**src/common/psl_pkg.sv**
```systemverilog
// constants for the dual-use strap and indicator pin logic
// assumes a 250 MHz core clock and a 16-bit local register port
package psl_pkg;

  // ----------------------------------------------------------------
  // register port
  // ----------------------------------------------------------------
  localparam int REG_AW = 4;
  localparam int REG_DW = 16;
  localparam logic [3:0] ADDR_CTRL = 4'h0;
  localparam logic [3:0] ADDR_STRAP = 4'h1;
  localparam logic [3:0] ADDR_INT_STAT = 4'h2;
  localparam logic [3:0] ADDR_INT_MASK = 4'h3;

  // ----------------------------------------------------------------
  // field layout
  // ----------------------------------------------------------------
  localparam int CTRL_LED_EN_BIT = 0;
  localparam int CTRL_SPEED_BIT = 13;
  localparam logic [15:0] CTRL_RESET = 16'h0001;
  localparam logic [15:0] CTRL_WMASK = 16'h2001;
  localparam int STRAP_ADDR0_BIT = 0;
  localparam int STRAP_TEST_BIT = 1;
  localparam int STRAP_SPEED_BIT = 2;
  localparam int INT_W = 3;
  localparam int EV_LINK_UP = 0;
  localparam int EV_LINK_DOWN = 1;
  localparam int EV_SPEED = 2;
  localparam logic [2:0] INT_MASK_RESET = 3'h0;

  // ----------------------------------------------------------------
  // timing
  // ----------------------------------------------------------------
  localparam longint CLK_PERIOD_NS = 4;
  localparam longint BLINK_TIME_NS = 50000000;
  localparam int BLINK_CYCLES = int'(BLINK_TIME_NS / CLK_PERIOD_NS);

  // ----------------------------------------------------------------
  // pin ownership
  // ----------------------------------------------------------------
  typedef enum logic {PS_SAMPLE, PS_DRIVE} psl_pin_state_t;

endpackage

```
**src/common/psl_led_if.sv**
```systemverilog
// link/activity indicator signals between the pin top and its blink engine
// assumes both ends run on the core clock
`timescale 1ns/100ps
interface psl_led_if;
  logic link_up;
  logic activity;
  logic led_enable;
  logic led_n;

  modport ctrl (
    output link_up,
    output activity,
    output led_enable,
    input led_n
  );

  modport engine (
    input link_up,
    input activity,
    input led_enable,
    output led_n
  );
endinterface

```
**src/rtl/psl_link_act.sv**
```systemverilog
// link/activity indicator engine with its blink divider
// assumes link and activity levels synchronous to the core clock
`timescale 1ns/100ps
module psl_link_act #(
  parameter int BLINK_CYCLES = psl_pkg::BLINK_CYCLES
) (
  // clock and reset
  input wire logic clk,
  input wire logic rst,
  // indicator request and state
  psl_led_if.engine led
);

  localparam int CW = $clog2(BLINK_CYCLES + 1);
  localparam logic [CW-1:0] LAST = CW'(BLINK_CYCLES - 1);

  logic [CW-1:0] div;
  logic tick;
  logic blink;

  // ----------------------------------------------------------------
  // blink divider
  // ----------------------------------------------------------------
  // the divider restarts whenever traffic stops so the first blink is a full period
  assign tick = (div == LAST);

  always_ff @(posedge clk) begin
    if (rst || tick || !led.activity) begin
      div <= '0;
    end else begin
      div <= div + 1'b1;
    end
  end

  always_ff @(posedge clk) begin
    if (rst || !led.activity) begin
      blink <= 1'b0;
    end else if (tick) begin
      blink <= ~blink;
    end
  end

  // ----------------------------------------------------------------
  // indicator level
  // ----------------------------------------------------------------
  always_ff @(posedge clk) begin
    if (rst) begin
      led.led_n <= 1'b1;
    end else if (!led.link_up || !led.led_enable) begin
      led.led_n <= 1'b1;
    end else begin
      // gated by activity so the indicator is back on one cycle after traffic stops
      led.led_n <= blink && led.activity;
    end
  end

endmodule

```
**src/rtl/psl_strap_pins.sv**
```systemverilog
// dual-use strap and indicator pins of a 10/100 transceiver core
// Notes on behaviour
// - after reset the interrupt pin drives the management interrupt, low when asserted
// - the interrupt pin level during reset becomes management address bit 0
// - without link the link/activity indicator is held high, indicator off
// - with link the indicator is low; it toggles while traffic is seen
// - the link/activity indicator is active low
// - link/activity pin pulled low during reset selects factory test mode
// - speed pin level during reset loads speed select, control bit 13
// assumes all inputs synchronous to CORE_CLK and straps stable while RST is high
`timescale 1ns/100ps
module psl_strap_pins #(
  parameter int BLINK_CYCLES = psl_pkg::BLINK_CYCLES
) (
  // clock and reset
  input wire logic CORE_CLK,
  input wire logic RST,
  // register port
  input wire logic [psl_pkg::REG_AW-1:0] REG_ADDR,
  input wire logic [psl_pkg::REG_DW-1:0] REG_WDATA,
  input wire logic REG_WR,
  input wire logic REG_RD,
  output logic [psl_pkg::REG_DW-1:0] REG_RDATA,
  // link status from the core
  input wire logic LINK_UP,
  input wire logic ACTIVITY,
  input wire logic SPEED_100,
  // interrupt pin, also address strap
  input wire logic MGMT_INT_N_I,
  output logic MGMT_INT_N_O,
  output logic MGMT_INT_N_OE,
  // link/activity indicator pin, also test strap
  input wire logic LINK_ACT_INDICATOR_N_I,
  output logic LINK_ACT_INDICATOR_N_O,
  output logic LINK_ACT_INDICATOR_N_OE,
  // speed indicator pin, also speed strap
  input wire logic SPEED_INDICATOR_N_I,
  output logic SPEED_INDICATOR_N_O,
  output logic SPEED_INDICATOR_N_OE,
  // latched configuration
  output logic PHY_ADDR_STRAP,
  output logic TEST_MODE,
  output logic SPEED_SEL
);

  // ----------------------------------------------------------------
  // declarations
  // ----------------------------------------------------------------
  psl_pkg::psl_pin_state_t pin_state;
  psl_pkg::psl_pin_state_t next_pin_state;
  logic [psl_pkg::REG_DW-1:0] ctrl;
  logic [psl_pkg::INT_W-1:0] int_stat;
  logic [psl_pkg::INT_W-1:0] int_mask;
  logic [psl_pkg::INT_W-1:0] int_event;
  logic [psl_pkg::INT_W-1:0] int_clear;
  logic phy_addr_strap;
  logic test_strap;
  logic speed_strap_pin;
  logic link_prev;
  logic speed_prev;
  logic drive;
  logic int_n;
  logic speed_led_n;
  logic irq_pending;
  logic [psl_pkg::REG_DW-1:0] rd_value;

  psl_led_if led_bus();

  // ----------------------------------------------------------------
  // helpers
  // ----------------------------------------------------------------
  function automatic logic addr_hit(
    input logic [psl_pkg::REG_AW-1:0] addr,
    input logic [psl_pkg::REG_AW-1:0] target
  );
    addr_hit = (addr == target);
  endfunction

  function automatic logic [psl_pkg::REG_DW-1:0] pad_int(
    input logic [psl_pkg::INT_W-1:0] bits
  );
    pad_int = '0;
    pad_int[psl_pkg::INT_W-1:0] = bits;
  endfunction

  // ----------------------------------------------------------------
  // pin ownership
  // ----------------------------------------------------------------
  // pins stay released for the whole reset so the strap resistors set the level
  always_comb begin
    next_pin_state = pin_state;
    unique case (pin_state)
      psl_pkg::PS_SAMPLE: begin
        next_pin_state = psl_pkg::PS_DRIVE;
      end
      psl_pkg::PS_DRIVE: begin
        next_pin_state = psl_pkg::PS_DRIVE;
      end
    endcase
  end

  always_ff @(posedge CORE_CLK) begin
    if (RST) begin
      pin_state <= psl_pkg::PS_SAMPLE;
    end else begin
      pin_state <= next_pin_state;
    end
  end

  assign drive = (pin_state == psl_pkg::PS_DRIVE);

  // ----------------------------------------------------------------
  // strap capture
  // ----------------------------------------------------------------
  // the value held is the level seen on the last cycle of reset
  always_ff @(posedge CORE_CLK) begin
    if (RST) begin
      phy_addr_strap <= MGMT_INT_N_I;
    end
  end

  always_ff @(posedge CORE_CLK) begin
    if (RST) begin
      test_strap <= LINK_ACT_INDICATOR_N_I;
    end
  end

  always_ff @(posedge CORE_CLK) begin
    if (RST) begin
      speed_strap_pin <= SPEED_INDICATOR_N_I;
    end
  end

  // ----------------------------------------------------------------
  // control register
  // ----------------------------------------------------------------
  // speed select takes the strap in reset and can be rewritten afterwards
  always_ff @(posedge CORE_CLK) begin
    if (RST) begin
      ctrl <= psl_pkg::CTRL_RESET;
      ctrl[psl_pkg::CTRL_SPEED_BIT] <= SPEED_INDICATOR_N_I;
    end else if (REG_WR && addr_hit(REG_ADDR, psl_pkg::ADDR_CTRL)) begin
      ctrl <= REG_WDATA & psl_pkg::CTRL_WMASK;
    end
  end

  // ----------------------------------------------------------------
  // events
  // ----------------------------------------------------------------
  always_ff @(posedge CORE_CLK) begin
    if (RST) begin
      link_prev <= 1'b0;
    end else begin
      link_prev <= LINK_UP;
    end
  end

  always_ff @(posedge CORE_CLK) begin
    if (RST) begin
      speed_prev <= 1'b0;
    end else begin
      speed_prev <= SPEED_100;
    end
  end

  // speed changes count only while the link is up, to avoid noise during training
  always_comb begin
    int_event = '0;
    int_event[psl_pkg::EV_LINK_UP] = LINK_UP && !link_prev;
    int_event[psl_pkg::EV_LINK_DOWN] = !LINK_UP && link_prev;
    int_event[psl_pkg::EV_SPEED] = LINK_UP && link_prev && (SPEED_100 != speed_prev);
  end

  // ----------------------------------------------------------------
  // interrupt status and mask
  // ----------------------------------------------------------------
  always_comb begin
    int_clear = '0;
    if (REG_WR && addr_hit(REG_ADDR, psl_pkg::ADDR_INT_STAT)) begin
      int_clear = REG_WDATA[psl_pkg::INT_W-1:0];
    end
  end

  // a new event in the clearing cycle survives the clear
  always_ff @(posedge CORE_CLK) begin
    if (RST) begin
      int_stat <= '0;
    end else begin
      int_stat <= (int_stat & ~int_clear) | int_event;
    end
  end

  always_ff @(posedge CORE_CLK) begin
    if (RST) begin
      int_mask <= psl_pkg::INT_MASK_RESET;
    end else if (REG_WR && addr_hit(REG_ADDR, psl_pkg::ADDR_INT_MASK)) begin
      int_mask <= REG_WDATA[psl_pkg::INT_W-1:0];
    end
  end

  assign irq_pending = |(int_stat & int_mask);

  // ----------------------------------------------------------------
  // interrupt pin
  // ----------------------------------------------------------------
  always_ff @(posedge CORE_CLK) begin
    if (RST) begin
      int_n <= 1'b1;
    end else begin
      int_n <= ~irq_pending;
    end
  end

  assign MGMT_INT_N_O = int_n;
  assign MGMT_INT_N_OE = drive;

  // ----------------------------------------------------------------
  // link/activity indicator
  // ----------------------------------------------------------------
  assign led_bus.link_up = LINK_UP;
  assign led_bus.activity = ACTIVITY;
  assign led_bus.led_enable = ctrl[psl_pkg::CTRL_LED_EN_BIT];

  psl_link_act #(
    .BLINK_CYCLES(BLINK_CYCLES)
  ) u_link_act (
    .clk(CORE_CLK),
    .rst(RST),
    .led(led_bus.engine)
  );

  assign LINK_ACT_INDICATOR_N_O = led_bus.led_n;
  assign LINK_ACT_INDICATOR_N_OE = drive;

  // ----------------------------------------------------------------
  // speed indicator
  // ----------------------------------------------------------------
  // low while the link runs at 100 Mb/s; dark without link
  always_ff @(posedge CORE_CLK) begin
    if (RST) begin
      speed_led_n <= 1'b1;
    end else begin
      speed_led_n <= ~(LINK_UP && SPEED_100 && ctrl[psl_pkg::CTRL_LED_EN_BIT]);
    end
  end

  assign SPEED_INDICATOR_N_O = speed_led_n;
  assign SPEED_INDICATOR_N_OE = drive;

  // ----------------------------------------------------------------
  // latched configuration outputs
  // ----------------------------------------------------------------
  assign PHY_ADDR_STRAP = phy_addr_strap;
  assign TEST_MODE = ~test_strap;
  assign SPEED_SEL = ctrl[psl_pkg::CTRL_SPEED_BIT];

  // ----------------------------------------------------------------
  // register read
  // ----------------------------------------------------------------
  // unmapped addresses read zero; data stands only in the cycle after the strobe
  always_comb begin
    rd_value = '0;
    if (addr_hit(REG_ADDR, psl_pkg::ADDR_CTRL)) begin
      rd_value = ctrl;
    end else if (addr_hit(REG_ADDR, psl_pkg::ADDR_STRAP)) begin
      rd_value[psl_pkg::STRAP_ADDR0_BIT] = phy_addr_strap;
      rd_value[psl_pkg::STRAP_TEST_BIT] = ~test_strap;
      rd_value[psl_pkg::STRAP_SPEED_BIT] = speed_strap_pin;
    end else if (addr_hit(REG_ADDR, psl_pkg::ADDR_INT_STAT)) begin
      rd_value = pad_int(int_stat);
    end else if (addr_hit(REG_ADDR, psl_pkg::ADDR_INT_MASK)) begin
      rd_value = pad_int(int_mask);
    end
  end

  always_ff @(posedge CORE_CLK) begin
    if (RST || !REG_RD) begin
      REG_RDATA <= '0;
    end else begin
      REG_RDATA <= rd_value;
    end
  end

endmodule

```
**config.mk**
```make
export PLATFORM = sky130hd
export DESIGN_NAME = psl_strap_pins
export DESIGN_NICKNAME = d
export VERILOG_FILES = /design/src/common/psl_pkg.sv /design/src/common/psl_led_if.sv /design/src/rtl/psl_link_act.sv /design/src/rtl/psl_strap_pins.sv
export SDC_FILE = /design/constraint.sdc
export NUM_CORES = 1
export LEC_CHECK = 0
export ABC_AREA = 1
export CORE_UTILIZATION = 65
export CTS_BUF_LIST = sky130_fd_sc_hd__clkbuf_4 sky130_fd_sc_hd__clkbuf_8
export CTS_CLUSTER_SIZE = 16
export DETAILED_ROUTE_END_ITERATION = 10
export DONT_BUFFER_PORTS = 1
export PLACE_DENSITY = 0.81
export SYNTH_ARGS = -nofsm -noshare
export SYNTH_HDL_FRONTEND = slang
export SYNTH_SLANG_ARGS = --single-unit
export TNS_END_PERCENT = 100
```
**constraint.sdc**
```tcl
create_clock -name CORE_CLK -period 3.8 [get_ports CORE_CLK]
set_input_delay 1.14 -clock CORE_CLK [delete_from_list [all_inputs] [get_ports CORE_CLK]]
set_output_delay 1.14 -clock CORE_CLK [all_outputs]
set_load 0.02 [all_outputs]
```
==> metrics.txt <==
EDFF count, synth=4; Mapped Area=2250 um2; GR Overflow Total=0; gpl congestion=0.901; Worst Path Max Fanout=3; Fmax=457 MHz; Longest Clk Path Bufs=2; Worst-Margin Slew=0.562 ns; synthesis-stage register bit count=46; Fin. Hold Viols=0; CP startpoint kind=flop; I/O pin cnt=55; Worst Reg-to-Reg Cells=8; PortBufs=0; Critical Path Stages=0; YS warnings=0; final wirelength=4070 um; row cnt=21; detailed-route via count=1851; status=completed; die area=3710 um2; CORE AREA=3340 um2; critical path class=flop to primary output; Crit. End Element=primary output; post-cts sizing count=0; Residual DRC=0; chip height=60.9 um; CTS tree=done; diode count=0; fill cell count=324; DR vias/cell=4.98; Routed Antenna Nets=0; Routed WL per cell=10.9 um; Yosys cell types=28; Synth async-reset ratio=0; H-tree Lvls=2; ys flop type=dfxtp_1; Max-Slew Margin vs Limit=0.625; CTS sink count=46; dpl hpwl=3170 um; leakage power=0.834 nW; Peak VDD IR=0.259 mV; Pwr Density=370 nW/um2; Period minus WS final=2.19 ns; clock buffer count from CTS=5; initial antenna violation count=0; final layout net count=356; clock slew at reported path FFs=0.12 ns; r2r setup slk=2.10 ns; syn_area_per_cell=6.96 um2; drt first pass iters=4; pre-CTS setup slack=1.56 ns; Max-cap violations=0; number of global-route vias before repair=1508; Hold WC Path Type=flop to flop; WHS Path Cells=1; WP data arrival=1.05 ns; largest net degree at the start of global routing=24; min-delay src=u_link_act.div[0]$_SDFF_PP0_; root buffer cell=clkbuf_4; WHS Endpoint=u_link_act.div[0]$_SDFF_PP0_; data required time of the worst path=2.66 ns; hold_buf cts=0; final worst-path cycle share=0.576; RSZ-0062 raised after global routing=no; layout cells sized above 1=0.0583; final setup violation count=0; reg2reg end=u_link_act.div[12]$_SDFF_PP0_; Gate Count Post-Synth=324; post-CTS setup buffer count=0; Die W=60.9 um; GRT Resource Usage Total=0.247; first-pass GRT wire length=6550 um; reg2reg start=u_link_act.div[0]$_SDFF_PP0_; register area share after synthesis=0.426; Initial Util=0.676; Sum Neg Setup Slack=0 ns; DR iter-0 viols=115; area overhead of the layout relative to synthesis=1.89%; setup ws final=1.61 ns; Slew Limit Fails=0; clock latency on the worst-skew pair=0.35 ns; Clock Skew=0.00732 ns
## Yosys cell counts, drive strengths merged, types with 2 or more instances
cell type   n  share of area
nand2      99           0.17
nor2       64           0.11
dfxtp      42           0.37
inv        33          0.055
nand3      24          0.055
a21oi      16          0.039
buf        16          0.060
xnor2       6          0.023
xor2        5          0.019
edfxtp      4          0.053
or2         4          0.011
nor3        2         0.0044
o211ai      2         0.0067
## worst max path at each step
stage / start / to / slack (ns)
6_report: LINK_ACT_INDICATOR_N_OE$_DFF_P_ / MGMT_INT_N_OE / 1.61
5_1_grt: LINK_ACT_INDICATOR_N_OE$_DFF_P_ / SPEED_INDICATOR_N_OE / 1.54
4_1_cts: LINK_ACT_INDICATOR_N_OE$_DFF_P_ / MGMT_INT_N_OE / 1.60
3_5_place_dp: REG_ADDR[2] / ctrl[13]$_DFFE_PP_ / 1.56
3_3_place_gp: REG_ADDR[2] / ctrl[13]$_DFFE_PP_ / 1.63
2_1_floorplan: REG_ADDR[2] / ctrl[13]$_DFFE_PP_ / 1.76
## power by group
group / switching, mW / total [mW] / internal (mW)
Combinational: 0.0286 / 0.0369 / 0.00831
Clock: 0.146 / 0.300 / 0.154
Sequential: 0.0129 / 0.513 / 0.500
Total: 0.187 / 0.849 / 0.662
## logic make-up after synthesis
| kind of cell | synth area share |
|---|---|
| other | 0.00166 |
| buffers and inverters | 0.117 |
| XOR/XNOR | 0.0427 |
| AO/OA/AOI/OAI | 0.0477 |
| flip-flops | 0.426 |
| AND/OR/NAND/NOR | 0.360 |
| adder cells (fa/ha/maj) | 0.00555 |
## cell type report
cell class,instances,area (um2),area share
Sequential cell,46,961,0.418
Inverter,33,124,0.0539
Tap cell,46,57.6,0.0251
Clock buffer,7,52.6,0.0229
Clock inverter,1,30.0,0.0131
Multi-Input combinational cell,239,1070,0.467
## sequential cells by signal (all words and copies together), names as in the netlist, 2 cells and up
register	cells
u_link_act.div	24
REG_RDATA	4
ctrl	2
int_stat	3
int_mask	3
## stage by stage
step,hold slack [ns],instance area [um2],util,total power [mW],instances
2_1_floorplan,0.430,2300,-,0.569,335
3_3_place_gp,0.442,2210,0.664,0.559,364
3_5_place_dp,0.449,2210,0.664,0.561,364
4_1_cts,0.479,2300,0.688,0.856,372
5_1_grt,0.506,2300,0.688,0.885,372
6_report,0.477,2300,0.688,0.849,372
## cells in the final DEF, fill, tap and decap left out, drive strengths merged, types with 4 or more instances in the layout
cell	synthesis	layout
a21oi	16	16
clkbuf	1	7
conb	1	12
dfxtp	42	42
edfxtp	4	4
inv	33	33
nand2	99	99
nand3	24	24
nor2	64	64
or2	4	4
xnor2	6	6
xor2	5	5
## layer usage
metal / wire length, um / global-route usage / part of all wire
met4: 44 / 0.0909 / 0.011
met1: 2030 / 0.348 / 0.50
met3: 238 / 0.0618 / 0.058
met5: 0 / 0 / 0
met2: 1760 / 0.367 / 0.43
(Power assumes the default switching activity.)
